$ cat src/rtl/pixel_readout_defines.svh
// Constants for the pixel array readout addressing block.
// Assumes core_clk at 100 MHz; included by its bare name.
`ifndef PIXEL_READOUT_DEFINES_SVH
`define PIXEL_READOUT_DEFINES_SVH

// ------------------------------------------------------------
// Timing
// ------------------------------------------------------------
`define CLK_PERIOD_PS 10000
`define BLANK_TIME_NS 7200
`define BLANK_CYCLES ((`BLANK_TIME_NS * 1000 + `CLK_PERIOD_PS - 1) / `CLK_PERIOD_PS)
`define PIXEL_PERIOD_PS 25000
`define PIXEL_CYCLES ((`PIXEL_PERIOD_PS + `CLK_PERIOD_PS - 1) / `CLK_PERIOD_PS)

// ------------------------------------------------------------
// Geometry
// ------------------------------------------------------------
`define WINDOW_GRAIN 24
`define COL_ORIGIN_MAX 7'h62
`define ROW_ORIGIN_MAX 8'h89
`define ACTIVE_EXTRA 2

// ------------------------------------------------------------
// Control field positions
// ------------------------------------------------------------
`define COL_SKIP_LSB 2
`define ROW_SKIP_LSB 5
`define BOTH_SIDE_BIT 4
`define SKIP_DEFAULT 3'h0

`endif

$ cat src/rtl/pixel_readout_pkg.sv
// Types for the pixel array readout addressing block.
// Used by the top module and the testbench.
package pixel_readout_pkg;
    typedef logic [2:0] skip_code_t;
    typedef logic [11:0] row_addr_t;
    typedef logic [11:0] col_addr_t;
    typedef enum logic [1:0] {
        MODE_DOUBLE_SAMPLE,
        MODE_NONDESTRUCTIVE
    } read_mode_t;
endpackage : pixel_readout_pkg

$ cat src/rtl/skip_step_if.sv
// Carrier between the readout core and the step decoder.
// One code in, one step size out.
`timescale 1ns/10ps
interface skip_step_if;
    logic [2:0] code;
    logic [3:0] step;
    modport core (output code, input step);
    modport decoder (input code, output step);
endinterface : skip_step_if

$ cat src/rtl/skip_step_decoder.sv
// Decodes a three-bit skip code into a pixel step.
// Purely combinational; one instance per direction.
`timescale 1ns/10ps
module skip_step_decoder (
    skip_step_if.decoder port_a
);
    function automatic logic [3:0] stepOf(input logic [2:0] c);
        logic [3:0] s;
        s = 4'hc;
        if (c[2] == 1'b0) begin
            s = {c[1:0], 1'b0} + 4'h2;
        end
        return s;
    endfunction : stepOf

    assign port_a.step = stepOf(port_a.code);
endmodule : skip_step_decoder

$ cat src/rtl/pixel_readout_addressing.sv
// Readout addressing of the pixel array: window, skip, rolling shutter.
// Assumes frame start and row advance are one-cycle pulses on core_clk.
`timescale 1ns/10ps
`include "pixel_readout_defines.svh"

// What this block does
// - Row time is blanking interval plus one pixel period per pixel pair.
// - Row origin loads on frame start, column origin on row advance.
// - Window origins are in units of 24 pixels.
// - Every pattern reads a pair of adjacent pixels, then skips.
// - Skip patterns repeat inside 24 pixel blocks.
// - Column origin has 99 choices, row origin 138.
// - Active count is a multiple of 24 plus two.
// - Odd and even columns are addressed together.
// - Rows are addressed one at a time with row skip.
// - Skip code gives step 2, 4, 6, 8 or 12.
// - Separate readout and reset row pointers.
// - Both pointers move on one row advance; offset sets integration.
// - Both-side or nondestructive variants 1 and 2 drive both sides.
// - Dual slope: long slope spans frame, short uses shutter time.
// - Double sampling unless nondestructive readout is selected.
// - Nondestructive reads without reset after the first one.
// - Column skip in bits 4:2, row skip in 7:5.
// - Column origin 0 to 98, row origin 0 to 137.
// - Sequencer bit 4 selects both-side addressing.
module pixel_readout_addressing
    import pixel_readout_pkg::*;
(
    input wire logic core_clk,
    input wire logic rst_b,
    input wire logic frameStart,
    input wire logic rowAdvance,
    input wire logic [7:0] arrayControl,
    input wire logic [11:0] sequencerControl,
    input wire logic [6:0] colOrigin,
    input wire logic [7:0] rowOrigin,
    input wire logic [11:0] rowCount,
    input wire logic [10:0] pairCount,
    input wire logic [11:0] shutterRows,
    output logic [11:0] readRow,
    output logic [11:0] resetRow,
    output logic rowSelect,
    output logic resetPulse,
    output logic bothSides,
    output logic [11:0] oddColumn,
    output logic [11:0] evenColumn,
    output logic pixelValid,
    output logic rowBlanking,
    output logic doubleSample,
    output logic frameDone,
    output logic [11:0] longSlopeRows,
    output logic [11:0] shortSlopeRows
);
    // ------------------------------------------------------------
    // Timing constants
    // ------------------------------------------------------------
    localparam int unsigned BLANK_CYC = `BLANK_CYCLES;
    localparam int unsigned PIX_CYC = `PIXEL_CYCLES;

    // ------------------------------------------------------------
    // Field decode
    // ------------------------------------------------------------
    // skip field positions
    wire skip_code_t colSkip = arrayControl[`COL_SKIP_LSB +: 3];
    wire skip_code_t rowSkip = arrayControl[`ROW_SKIP_LSB +: 3];
    wire logic nondestructiveOn = sequencerControl[0];
    wire logic [1:0] nondestructiveVariant = sequencerControl[2:1];
    wire logic bothSideSel = sequencerControl[`BOTH_SIDE_BIT];
    wire logic sharedVariant = nondestructiveVariant == 2'h1 | nondestructiveVariant == 2'h2;

    skip_step_if colStepBus ();
    skip_step_if rowStepBus ();
    assign colStepBus.code = colSkip;
    assign rowStepBus.code = rowSkip;
    skip_step_decoder colDecoder (.port_a(colStepBus));
    skip_step_decoder rowDecoder (.port_a(rowStepBus));

    // Origins above range clamp, so the pointer never leaves the array
    function automatic logic [11:0] originToAddr(input logic [7:0] o, input logic [7:0] lim);
        logic [7:0] c;
        c = (o > lim) ? lim : o;
        return 12'(c * `WINDOW_GRAIN);
    endfunction : originToAddr

    // origin ranges of 99 and 138
    wire logic [11:0] colBase = originToAddr({1'b0, colOrigin}, {1'b0, `COL_ORIGIN_MAX});
    wire logic [11:0] rowBase = originToAddr(rowOrigin, `ROW_ORIGIN_MAX);
    // window span is grain multiple plus the extra pair
    wire logic [11:0] extraPix = 12'(`ACTIVE_EXTRA);
    // Last origin plus the extra pair; anything wider runs into dummy columns
    wire logic [11:0] arrayEdge = 12'(`COL_ORIGIN_MAX * `WINDOW_GRAIN) + extraPix;

    // ------------------------------------------------------------
    // Row state
    // ------------------------------------------------------------
    logic [11:0] rowsLeft;
    logic rowPhase;
    logic [11:0] next_readRow;
    logic [11:0] next_resetRow;
    wire logic rowsActive = rowsLeft != 12'h000;
    // row pairs, then skip by step
    assign next_readRow = rowPhase ? readRow + 12'(rowStepBus.step) - 12'h001
                                   : readRow + 12'h001;
    assign next_resetRow = next_readRow + shutterRows;

    // ------------------------------------------------------------
    // Column sweep
    // ------------------------------------------------------------
    logic [11:0] blankCount;
    logic [11:0] pixCount;
    logic [10:0] pairsLeft;
    wire logic blankEnd = blankCount == 12'h001;
    wire logic pixTick = pixCount == 12'(PIX_CYC - 1);
    wire logic lastPair = pairsLeft == 11'h001;

    // ------------------------------------------------------------
    // Mode outputs
    // ------------------------------------------------------------
    // combined side drive
    wire logic next_bothSides = bothSideSel | (nondestructiveOn & sharedVariant);
    wire logic next_doubleSample = ~nondestructiveOn;
    // long slope spans the readout, short is the shutter
    wire logic [11:0] next_longSlope = rowCount;

    always_ff @(posedge core_clk) begin
        if (!rst_b) begin
            readRow <= 12'h000;
            resetRow <= 12'h000;
            rowsLeft <= 12'h000;
            rowPhase <= 1'b0;
            rowSelect <= 1'b0;
            resetPulse <= 1'b0;
            frameDone <= 1'b0;
        end else if (frameStart) begin
            readRow <= rowBase;
            resetRow <= rowBase + shutterRows;
            rowsLeft <= rowCount;
            rowPhase <= 1'b0;
            rowSelect <= 1'b0;
            resetPulse <= 1'b0;
            frameDone <= 1'b0;
        end else if (rowAdvance && rowsActive) begin
            readRow <= (rowSelect) ? next_readRow : readRow;
            resetRow <= (rowSelect) ? next_resetRow : resetRow;
            rowPhase <= rowSelect ? ~rowPhase : 1'b0;
            rowsLeft <= rowsLeft - 12'h001;
            rowSelect <= 1'b1;
            // nondestructive resets only in the first pass
            resetPulse <= ~nondestructiveOn | (rowsLeft == rowCount);
            frameDone <= 1'b0;
        end else if (rowAdvance) begin
            // pointer holds until next frame start
            rowSelect <= 1'b0;
            resetPulse <= 1'b0;
            frameDone <= 1'b1;
        end
    end

    always_ff @(posedge core_clk) begin
        if (!rst_b) begin
            blankCount <= 12'h000;
            pixCount <= 12'h000;
            pairsLeft <= 11'h000;
            oddColumn <= 12'h000;
            evenColumn <= 12'h000;
            pixelValid <= 1'b0;
            rowBlanking <= 1'b0;
        end else if (rowAdvance && rowsActive) begin
            blankCount <= 12'(BLANK_CYC);
            pixCount <= 12'h000;
            pairsLeft <= pairCount;
            oddColumn <= colBase + 12'h001;
            evenColumn <= colBase;
            pixelValid <= 1'b0;
            rowBlanking <= 1'b1;
        end else if (blankCount != 12'h000) begin
            blankCount <= blankCount - 12'h001;
            if (blankEnd) begin
                rowBlanking <= 1'b0;
                pixelValid <= pairsLeft != 11'h000;
            end
        end else if (pixelValid) begin
            pixCount <= pixTick ? 12'h000 : pixCount + 12'h001;
            if (pixTick) begin
                evenColumn <= evenColumn + 12'(colStepBus.step);
                oddColumn <= oddColumn + 12'(colStepBus.step);
                pairsLeft <= pairsLeft - 11'h001;
                pixelValid <= ~lastPair;
            end
        end
    end

    always_ff @(posedge core_clk) begin
        if (!rst_b) begin
            bothSides <= 1'b0;
            doubleSample <= 1'b1;
            longSlopeRows <= 12'h000;
            shortSlopeRows <= 12'h000;
        end else begin
            bothSides <= next_bothSides;
            doubleSample <= next_doubleSample;
            longSlopeRows <= next_longSlope;
            shortSlopeRows <= shutterRows;
        end
    end

    // ------------------------------------------------------------
    // Checks
    // ------------------------------------------------------------
    chk_row_preset: assert property (@(posedge core_clk) disable iff (!rst_b)
        frameStart |=> readRow == $past(rowBase)) else $error("row origin not loaded");
    chk_col_preset: assert property (@(posedge core_clk) disable iff (!rst_b)
        (rowAdvance && rowsActive && !frameStart) |=> evenColumn == $past(colBase))
        else $error("column origin not loaded");
    chk_pair_cols: assert property (@(posedge core_clk) disable iff (!rst_b)
        pixelValid |-> oddColumn == evenColumn + 12'h001) else $error("columns split");
    chk_shutter_offset: assert property (@(posedge core_clk) disable iff (!rst_b)
        (rowAdvance && rowsActive && !frameStart) |=> resetRow == readRow + $past(shutterRows))
        else $error("pointer offset wrong");
    chk_blank_time: assert property (@(posedge core_clk) disable iff (!rst_b)
        (rowAdvance && rowsActive && !frameStart) |=> rowBlanking [*8])
        else $error("blanking too short");
    chk_row_halt: assert property (@(posedge core_clk) disable iff (!rst_b)
        (!rowsActive && !frameStart) |=> $stable(readRow)) else $error("pointer moved");
    chk_double_samp: assert property (@(posedge core_clk) disable iff (!rst_b)
        ##1 doubleSample == !$past(nondestructiveOn)) else $error("sampling mode wrong");
    chk_both_side: assert property (@(posedge core_clk) disable iff (!rst_b)
        $past(bothSideSel) |-> bothSides) else $error("both sides off");
    chk_step_code: assert property (@(posedge core_clk) disable iff (!rst_b)
        colSkip[2] |-> colStepBus.step == 4'hc) else $error("step wrong");

    chk_row_select: assert property (@(posedge core_clk) disable iff (!rst_b)
        (rowAdvance && rowsActive && !frameStart) |=> rowSelect)
        else $error("row not selected");

    chk_row_pair: assert property (@(posedge core_clk) disable iff (!rst_b)
        (rowAdvance && rowsActive && !frameStart && rowSelect && !rowPhase)
        |=> readRow == $past(readRow) + 12'h001)
        else $error("row pair broken");

    chk_row_step: assert property (@(posedge core_clk) disable iff (!rst_b)
        (rowAdvance && rowsActive && !frameStart && rowSelect && rowPhase)
        |=> readRow == $past(readRow) + 12'($past(rowStepBus.step)) - 12'h001)
        else $error("row step wrong");

    chk_col_step: assert property (@(posedge core_clk) disable iff (!rst_b)
        (pixelValid && pixTick && blankCount == 12'h000 && !(rowAdvance && rowsActive))
        |=> evenColumn == $past(evenColumn) + 12'($past(colStepBus.step)))
        else $error("column step wrong");

    // Steps that do not divide the block would shift window edges per pattern
    chk_step_grain: assert property (@(posedge core_clk) disable iff (!rst_b)
        8'(`WINDOW_GRAIN) % 8'(rowStepBus.step) == 8'h00
        && 8'(`WINDOW_GRAIN) % 8'(colStepBus.step) == 8'h00)
        else $error("step does not divide block");

    chk_blank_end: assert property (@(posedge core_clk) disable iff (!rst_b)
        (blankEnd && !(rowAdvance && rowsActive)) |=> !rowBlanking)
        else $error("blanking overrun");

    chk_single_reset: assert property (@(posedge core_clk) disable iff (!rst_b)
        (rowAdvance && rowsActive && !frameStart && nondestructiveOn && rowsLeft != rowCount)
        |=> !resetPulse)
        else $error("extra nondestructive reset");

    chk_frame_done: assert property (@(posedge core_clk) disable iff (!rst_b)
        (rowAdvance && !rowsActive && !frameStart) |=> frameDone && !rowSelect)
        else $error("overrun not refused");

    chk_done_clear: assert property (@(posedge core_clk) disable iff (!rst_b)
        frameStart |=> !frameDone)
        else $error("done not cleared");

    chk_slope_copy: assert property (@(posedge core_clk) disable iff (!rst_b)
        1'b1 |=> longSlopeRows == $past(rowCount) && shortSlopeRows == $past(shutterRows))
        else $error("slope rows wrong");

    chk_origin_clamp: assert property (@(posedge core_clk) disable iff (!rst_b)
        colBase <= 12'(`COL_ORIGIN_MAX * `WINDOW_GRAIN)
        && rowBase <= 12'(`ROW_ORIGIN_MAX * `WINDOW_GRAIN))
        else $error("origin past range");

    chk_origin_grain: assert property (@(posedge core_clk) disable iff (!rst_b)
        colBase % 12'(`WINDOW_GRAIN) == 12'h000
        && rowBase % 12'(`WINDOW_GRAIN) == 12'h000)
        else $error("origin off grain");

    chk_window_edge: assert property (@(posedge core_clk) disable iff (!rst_b)
        colBase + extraPix <= arrayEdge)
        else $error("window edge past array");

    chk_skip_split: assert property (@(posedge core_clk) disable iff (!rst_b)
        (colSkip[2] != rowSkip[2]) |-> colStepBus.step != rowStepBus.step)
        else $error("skip codes coupled");
endmodule : pixel_readout_addressing

$ cat config.mk
export PLATFORM = sky130hd
export DESIGN_NAME = pixel_readout_addressing
export DESIGN_NICKNAME = d
export VERILOG_FILES = /design/src/rtl/pixel_readout_pkg.sv /design/src/rtl/skip_step_if.sv /design/src/rtl/skip_step_decoder.sv /design/src/rtl/pixel_readout_addressing.sv
export VERILOG_INCLUDE_DIRS = /design/src /design/src/rtl
export SDC_FILE = /design/constraint.sdc
export NUM_CORES = 1
export LEC_CHECK = 0
export BUFFER_PORTS_ARGS = -buffer_cell sky130_fd_sc_hd__buf_2
export CORE_MARGIN = 2
export CORE_UTILIZATION = 60
export DETAILED_ROUTE_END_ITERATION = 8
export PLACE_DENSITY = 0.85
export SLEW_MARGIN = 20
export SYNTH_ARGS = -nofsm -noshare
export SYNTH_HDL_FRONTEND = slang
export SYNTH_SLANG_ARGS = --single-unit
export TNS_END_PERCENT = 20
$ cat constraint.sdc
create_clock -name core_clk -period 14.21 [get_ports core_clk]
set_input_delay 3.5525 -clock core_clk [delete_from_list [all_inputs] [get_ports core_clk]]
set_output_delay 3.5525 -clock core_clk [all_outputs]
set_load 0.01 [all_outputs]
; Word-level counts from Yosys, hierarchy flattened
; Cells that the tools add are included.
; W data, S select, Z words.
[word_totals]
regBits = 127
latchBits = 0
ram_bits = 0
rom_bits = 0
wordCells = 115
memories = 0
[classes]
addsub = 14
n_mul = 2
div_mod_pow = 0
order_cmp = 2
eq_ne = 8
shift = 0
n_mux = 39
bitwise_logic = 9
n_reduce_logical = 20
[ops]
columns = operator, n
row1 = $mux W12, 18
row2 = $mux W11, 4
row3 = $add A12 B1 Y12 const B, 3
row4 = $add A12 B4 Y12, 3
row5 = $sub A12 B1 Y12 const B, 3
row6 = $add A12 B12 Y12, 2
row7 = $reduce_bool A12 Y1, 2
row8 = $mux W10, 2
row9 = $reduce_bool A2 Y1, 7
row10 = $eq A12 B1 Y1 const B, 1
row11 = $eq A12 B12 Y1, 1
row12 = $eq A12 B2 Y1 const B, 1
row13 = $eq A11 B1 Y1 const B, 1
row14 = $mux W1, 11
row15 = $reduce_bool A11 Y1, 1
row16 = $sub A11 B1 Y11 const B, 1
row17 = $mul A7 B2 Y9 const B, 1
row18 = $mul A8 B2 Y9 const B, 1
row19 = $add A3 B2 Y4 const B, 2
row20 = $gt A8 B8 Y1 const B, 1
row21 = $mux W4, 2
row22 = $mux W8, 1
row23 = $reduce_and A2 Y1, 4
row24 = $gt A7 B7 Y1 const B, 1
row25 = other kinds (11), 20

; Depth between registers and ports, before layout
; Gate-level depths: netlist of run 1.
[logic_depth]
depth_word = 9
depth_mapped = 19

; Cells and area by module
; Synthesis of run 1 repeated with hierarchy kept, for this count alone.
[hier_totals]
cells_unflattened = 1015
area_unflattened_um2 = 8217.9
[by_module_without_submodules]
columns = mod, n_inst, cells_per_inst, area_per_inst_um2
row1 = pixel_readout_addressing, 1, 1003, 8137.8
row2 = skip_step_decoder, 2, 6, 40.0

; Least setup slack after synthesis of run 1
; Ideal clock, no wire load.
[synth_path]
kind = input to register
startpoint = input rowOrigin[5]
endpoint = register resetRow[11]
setup_ns = 0.120
t_arrival_ns = 6.908
path_slack_ns = 7.183
cell_stages = 19
n_path_buf = 1
cell_sequence = clkbuf_1 or3_1 o21ai_0 and2_1 ha_1 ha_1 a21oi_1 o311ai_0 o221ai_1 nand2_1 a21oi_1 xnor2_1 ha_1 o21ai_0 nor2_1 a21oi_1 xnor3_1 nor2_1 a211o_1
[synth_between]
elab_chain_len = 5
[synth_lines]
columns = element, line_no
row1 = start: declaration, pixel_readout_addressing.sv:36  ; input wire logic [7:0] rowOrigin,
row2 = $gt A8 B8 Y1, pixel_readout_addressing.sv:81  ; c = (o > lim) ? lim : o;
row3 = $mux W8 (*), pixel_readout_addressing.sv:81
row4 = $mul A8 B2 Y9 (no source line) (*), -
row5 = $add A12 B12 Y12 (*), pixel_readout_addressing.sv:136  ; resetRow <= rowBase + shutterRows;
row6 = $mux W12 (*), pixel_readout_addressing.sv:134  ; end else if (frameStart) begin
row7 = end signal: assignment, pixel_readout_addressing.sv:136
row8 = end signal: assignment, pixel_readout_addressing.sv:144  ; resetRow <= (rowSelect) ? next_resetRow : resetRow;
row9 = end: declaration, pixel_readout_addressing.sv:41  ; output logic [11:0] resetRow,
; Mark *: on every way between the ends. The rest lies on a longest branch, timed or not.
; A chain may end at the register's enable or synchronous reset.

; Worst setup path in the final report of run 1
; Same ends and word-level chain as after synthesis.

==> impl_results.md, run 1 <==
- Initial core utilization: 0.617
- Final clock skew: just over 7 ps
- CP cell instances: buf_2, or3_1, o21ai_0, and2_1, ha_1, ha_1, a21oi_1, o311ai_0, o21ai_0, xnor2_1, ha_1, nor3_1, nor2_1, a21oi_1, xnor3_1, nor2_1, a211o_1
- Vias: roughly 7.6k
- Cells after DPL: 1270
- Mapped Cells: around 1000
- Int Power: 0.744 mW
- Chip width: around 120 um
- CP most frequent cell: ha_1
- Post-DR vias/cell: 5.85
- Initial drt markers: 514
- Synthesized area per cell: ~8.2 um^2
- Clock power frac: 0.373
- Final setup viols: 0
- Crit path time final: 7280 ps
- Register bit total from synthesis: 126
- Most frequent cells in the layout: 141 x buf_2, 126 x dfxtp_1, 89 x nor2_1
- Syn_nets: around 1.1k
- Core Area: 13300 um^2
- Share of the synthesized area in the top cell type: 0.308
- Outcome: completed
- RD Place Congestion: 0.878
- Final Net Count: about 1.3k
- Sequential share of power: 0.381
- Detail Route Antenna Nets: 0
- Comb pwr share: 0.246
- Worst Path Buf+Inv: 1
- Maximum VDD drop: 0.0956 mV
- Num rows: 42
- TritonCTS clock tree: built
- Pwr/cell area: approximately 110 nW/um^2
- Startpoint Class: input pin
- Slowest CP cell: o21ai_0
- Tcrit/Tclk final: 0.512
- Clk sinks: 126
- Crit path kind: in2reg
- Largest net degree at the start of global routing: between 50 and 60
- # Post-CTS Setup Buffers: 0
- Clk slew on worst S/H paths: 60 ps
- Seq/Total Area, Yosys: 0.308
- Critical Path End Type: flip-flop
- Max Buffers Root-to-Sink: 2
- H-tree depth: 4
- Hold Buf Count CTS: 0
- Drt wl/cell: 15.5 um
- Root Buffer: clkbuf_16
- Final instance area: 9500 um^2
- Most common cell after layout, fill and taps aside: buf_2
- Number of global-route vias before repair: a little under 7k
- Area post-placement: between 8000 and 9000 um^2
- Die footprint: 14600 um^2
- Total Routing Usage GR: 0.277
- Skew-Pair Late Insertion Delay: 420 ps
- Prevailing post-synth register cell: dfxtp_1
- I/O Buffers: 141
- Psw: 0.333 mW
- Class of the worst hold path: reg2reg
- Synth area leaders: dfxtp_1 31%, ha_1 11%, xnor2_1 5.9%
- Critical Path AT: 7580 ps
- CP top delay family: compound AO/OA/AOI/OAI gates
- P&R area growth vs syn: 15.9%
- Max cap viols: 0
- Initial antenna violation count: 0
- Max-slew violations: 0
- WL final: 20.2 mm
- Residual DRC count: 0
- RSZ-0062 raised after global routing: false
- Non-filler cells, final: ~1.3k
- Crit-path max FO: 8
- Yosys warning count: 0
- Post-Syn Area: a little over 8000 um^2
- Die Ht: 121 um
- Post_cts resized: 0
- Post-synth EDFFs: 0
- Top-Level Pins: 153
- Post-synth top area cell: dfxtp_1
- Post-synthesis async set-or-reset flop share: 0
- Worst EP required: 14510 ps
- GRT overflow: 0
- Tightest Pin Transition: just under 1000 ps
- Setup_tns: 0 ps
- Pleak: 4.19 nW
- DP HPWL: 14.4 mm
- Headroom to the max-slew limit: 0.342
- Global-route wire length before repair: 32.4 mm
- Inserted Diodes: 0
- Share of layout cells above drive strength 1: 0.172
- Fill cells: 1054
- Fmax: 0.137 GHz
- Synth cell types: 72
- Sw Share: 0.309
- TritonCTS Buffers: 17
- Initial DRT Pass Iterations: 8
- Final-report hold violation count: 0
- Critical Path Max Stage Delay: 530 ps
==> metrics by stage <==
stage	hold slack, ps	setup WS, ps	total power, mW	utilization
2_1_floorplan	481	7180	0.605	-
3_3_place_gp	456	6590	0.669	0.673
3_5_place_dp	469	6570	0.676	0.673
4_1_cts	476	6960	1.08	0.714
5_1_grt	487	6540	1.13	0.714
6_report	474	6930	1.08	0.714
==> worst register-to-register path, delay by kind of cell (launching register included) <==
kind,cells,cell delay (ps)
buffers and inverters,3,180
AOI/OAI and AO/OA,5,1200
adders and majority gates,4,1200
xor gates and xnor gates,1,250
and+or+nand+nor,3,680
DFF,1,450
==> logic make-up after synthesis <==
| group | count (synthesis) | synth area share |
|---|---|---|
| AND/OR/NAND/NOR | 350 | 0.217 |
| buffers and inverters | 94 | 0.0473 |
| AO/OA/AOI/OAI | 232 | 0.178 |
| XOR/XNOR | 109 | 0.120 |
| flip-flops | 126 | 0.308 |
| adder cells (fa/ha/maj) | 77 | 0.123 |
| other | 1 | 0.000458 |
| multiplexers | 6 | 0.00748 |
==> sequential cells by signal, summed over array words and instances (netlist names) <==
| register | cells |
|---|---|
| blankCount | 12 |
| frameDone | 1 |
| pixelValid | 1 |
| pixCount | 12 |
| oddColumn | 12 |
| longSlopeRows | 12 |
| evenColumn | 11 |
| rowBlanking | 1 |
| rowPhase | 1 |
| rowSelect | 1 |
| resetPulse | 1 |
| rowsLeft | 12 |
| bothSides | 1 |
| doubleSample | 1 |
| pairsLeft | 11 |
| readRow | 12 |
| shortSlopeRows | 12 |
| resetRow | 12 |
==> power by group through the flow <==
stage | combinational [mW] | clock [mW] | sequential [mW]
floorplan | 0.186 | 0 | 0.419
global placement | 0.253 | 0 | 0.416
detailed placement | 0.259 | 0 | 0.417
CTS | 0.263 | 0.406 | 0.410
global route | 0.295 | 0.423 | 0.413
finish | 0.264 | 0.402 | 0.410
==> worst paths after layout <==
check | start | to | slack [ps] | cells after the start
setup / recovery | rowOrigin[5] | resetRow[11] | 6930 | 17
setup reg to reg | readRow[1] | resetRow[11] | 10150 | 16
hold / removal | rowBlanking | rowBlanking | 470 | 2
hold reg to reg | rowBlanking | rowBlanking | 470 | 2
==> per-layer routing <==
layer / up-vias / global-route usage / part of all wire / routed length (um)
li1: 3722 / - / - / -
met1: 3541 / 0.356 / 0.43 / 8730
met2: 303 / 0.462 / 0.47 / 9550
met3: 45 / 0.0540 / 0.069 / 1400
met4: 0 / 0.100 / 0.025 / 499
met5: - / 0 / 0 / 0
==> final cells by class <==
cell class                      count  area (um^2)  area share
Clock buffer                       19          453      0.0477
Clock inverter                     11         93.8     0.00988
Inverter                           48          180      0.0190
Multi-Input combinational cell    775         5290       0.557
Sequential cell                   126         2520       0.266
Tap cell                          176          220      0.0232
Timing Repair Buffer              145          736      0.0774
==> synthesized netlist by cell type (10+ instances only) <==
cell and instances:
inv_1 46, nor3_1 19, nor2b_1 16, nor2_1 89, or3_1 10, a211oi_1 18
xnor2_1 55, and3_1 10, nand2_1 80, and2_1 34, ha_1 70, clkbuf_1 31
nor4_1 17, xor2_1 52, a21oi_1 88, nand4_1 10, a21o_1 13, o21ai_0 45
dfxtp_1 126, nand3_1 27, o21a_1 10
(Power assumes the default switching activity.)
==> run 2, diff against run 1 <==
--- a/config.mk
+++ b/config.mk
@@ -6,11 +6,12 @@
 export SDC_FILE = /design/constraint.sdc
 export NUM_CORES = 1
 export LEC_CHECK = 0
+export ABC_AREA = 1
 export BUFFER_PORTS_ARGS = -buffer_cell sky130_fd_sc_hd__buf_2
 export CORE_MARGIN = 2
-export CORE_UTILIZATION = 60
+export CORE_UTILIZATION = 57
 export DETAILED_ROUTE_END_ITERATION = 8
-export PLACE_DENSITY = 0.85
+export PLACE_DENSITY = 0.81
 export SLEW_MARGIN = 20
 export SYNTH_ARGS = -nofsm -noshare
 export SYNTH_HDL_FRONTEND = slang
==> constraint.sdc (replaced) <==
create_clock -name core_clk -period 7.1 [get_ports core_clk]
set_input_delay 1.775 -clock core_clk [delete_from_list [all_inputs] [get_ports core_clk]]
set_output_delay 1.775 -clock core_clk [all_outputs]
set_load 0.01 [all_outputs]
==> run 2 against run 1 <==
Final area rose by 3.6%. Core utilization decreased by 3.4 points. Sequential share of layout area fell by 0.93 points. Critical path depth rose by 8. Largest cell class unchanged.
==> impl_results.md, run 2 <==
- RSZ-0062 raised after global routing: false
- Most frequent cells in the layout: 258 x nand2_1, 183 x inv_1, 141 x buf_2
- Initial drt markers: 582
- GR met3 Demand/Resource: 0.0518
- Synthesized area per cell: around 6.8 um^2
- Hold wc startpoint: rowBlanking
- Reg2reg start: readRow[3]
- Max Buffers Root-to-Sink: 2
- Residual DRC count: 0
- Skew-Pair Late Insertion Delay: 430 ps
- Most common cell after layout, fill and taps aside: nand2_1
- Initial antenna violation count: 2
- Pre-CTS setup slack: 1780 ps
- Syn_nets: 1385
- Most common cell in the netlist: nand2_1
- Slowest CP cell: fa_1
- Sequential share of power: 0.361
- Chip width: around 130 um
- Post_cts resized: 0
- Hold Buf Count CTS: 0
- Global-route wire length before repair: around 37 mm
- Vias: 8507
- Final setup viols: 0
- Die footprint: around 16000 um^2
- Crit path kind: in2reg
- Max cap viols: 0
- Post-synth EDFFs: 0
- Startpoint Class: input pin
- Top Usage Layer GRT: met2
- Final clock skew: 8.97 ps
- RD Place Congestion: about 0.91
- Post-Syn Area: 8440 um^2
- Final-report hold violation count: 0
- Fmax: 0.203 GHz
- Setup slack after layout: 2160 ps
- Root Buffer: clkbuf_16
- Worst Path Buf+Inv: 5
- Detail Route Antenna Nets: 0
- Yosys warning count: 0
- Clk sinks: about 130
- I/O Buffers: 141
- Die Ht: 126 um
- # Post-CTS Setup Buffers: 0
- Critical Path AT: 5250 ps
- GRT overflow: 0
- Total Routing Usage GR: 0.282
- Sw Share: 0.333
- Post-synthesis async set-or-reset flop share: 0
- P&R area growth vs syn: 16.6%
- Drt wl/cell: 14.1 um
- Synth area leaders: dfxtp_1 30%, nand2_1 11%, ha_1 10%
- Num rows: 44
- Top post-synthesis cells by count: 258 x nand2_1, 183 x inv_1, 126 x dfxtp_1, 111 x nor2_1, 87 x a21oi_1
- FF+latch area: 2520 um^2
- Fill cells: approximately 1.3k
- Multi-input combinational cell area: around 5100 um^2
- Final instance area: 9850 um^2
- Prevailing post-synth register cell: dfxtp_1
- GRT met2 Usage: 0.490
- CP top delay family: adder cells
- Final Net Count: 1515
- Class of the worst hold path: reg2reg
- Crit path time final: 4940 ps
- Post-synth top area cell: dfxtp_1
- Critical Path Max Stage Delay: 390 ps
- Pleak: 5.00 nW
- Worst EP required: 7420 ps
- Psw: approximately 0.75 mW
- Tightest Pin Transition: 762 ps
- M1 GR Usage: 0.344
- Crit-path max FO: 3
- TritonCTS clock tree: built
- Tcrit/Tclk final: 0.695
- Maximum VDD drop: 0.182 mV
- Non-filler cells, final: 1563
- H-tree depth: 4
- Largest net degree at the start of global routing: 60
- Int Power: 1.50 mW
- Top-Level Pins: between 150 and 200
- Seq/Total Area, Yosys: 0.299
- Headroom to the max-slew limit: 0.491
- Setup crit start: arrayControl[7]
- Clk slew on worst S/H paths: 60 ps
- Initial core utilization: 0.583
- Max-slew violations: 0
- Critical Path End Type: flip-flop
- TritonCTS Buffers: 17
- Number of global-route vias before repair: ~8.1k
- WL final: 22.1 mm
- Share of the synthesized area in the top cell type: 0.299
- Initial DRT Pass Iterations: 7
- Register bit total from synthesis: 126
- CP most frequent cell: nand2_1
- Post-DR vias/cell: 5.44
- Share of layout cells above drive strength 1: 0.152
- Clock power frac: 0.388
- Comb pwr share: 0.251
- Core Area: 14500 um^2
- Synth cell types: 50
- Mapped Cells: 1235
- Cells after DPL: around 1.5k
- Pwr/cell area: around 230 nW/um^2
- DP HPWL: 16.2 mm
- Area post-placement: 9260 um^2
- Setup_tns: 0 ps
- Outcome: completed
==> run 2: cell types whose count changed after synthesis, moves of 31 or more <==
cell	change
nand2_1	+178
inv_1	+137
and2_1	-31
xnor2_1	-31
nand3_1	+38
==> run 2: final timing paths <==
kind | depth (start not counted) | endpoint | slack [ps]
setup / recovery | 25 | resetRow[8] | 2160
hold / removal | 2 | rowBlanking | 480
setup reg to reg | 25 | resetRow[11] | 3330
hold reg to reg | 2 | rowBlanking | 480
==> run 2: power by group through the flow <==
stage               Combinational, mW  Clock [mW]  Sequential (mW)
floorplan                       0.392           0            0.828
global placement                0.543           0            0.821
detailed placement              0.554           0            0.823
CTS                             0.561       0.881            0.809
global route                    0.642       0.916            0.816
finish                          0.563       0.872            0.810
==> run 2: per-stage QoR <==
stage               power (mW)  hold WS (ps)  utilization
floorplan                 1.22           443            -
global placement          1.36           451        0.639
detailed placement        1.38           468        0.639
CTS                       2.25           479        0.680
global route              2.37           500        0.680
finish                    2.24           480        0.680
==> run 2: cell families (layout without fill, tap and decap cells) <==
logic type / count (synthesis) / count (layout) / synth area share
other: 1 / 2 / 0.000444
xor gates and xnor gates: 51 / 51 / 0.0529
AOI/OAI and AO/OA: 241 / 241 / 0.166
DFF: 126 / 126 / 0.299
muxes: 1 / 1 / 0.00119
and+or+nand+nor: 517 / 517 / 0.262
adders and majority gates: 76 / 76 / 0.118
buffers and inverters: 222 / 365 / 0.101
==> run 2: cell type report <==
class	instances	share of cell area
clock buffer	17	0.0432
sequential	126	0.256
timing repair buffer	144	0.0740
inverter	189	0.0721
multi-input combinational	887	0.515
clock inverter	15	0.0164
tap	184	0.0234
antenna	1	0.000254
==> run 2: per-layer routing <==
layer | wire length [um] | share of wire | up-vias
li1 | - | - | 4321
met2 | 10700 | 0.48 | 286
met1 | 9380 | 0.42 | 3848
met4 | 603 | 0.027 | 2
met3 | 1390 | 0.063 | 50
met5 | 13 | 0.00059 | -
==> run 2: tightest hold or removal path, delay by kind of cell (launching register included) <==
kind            cells  cell delay [ps]
compound gates      2              120
flops               1              300
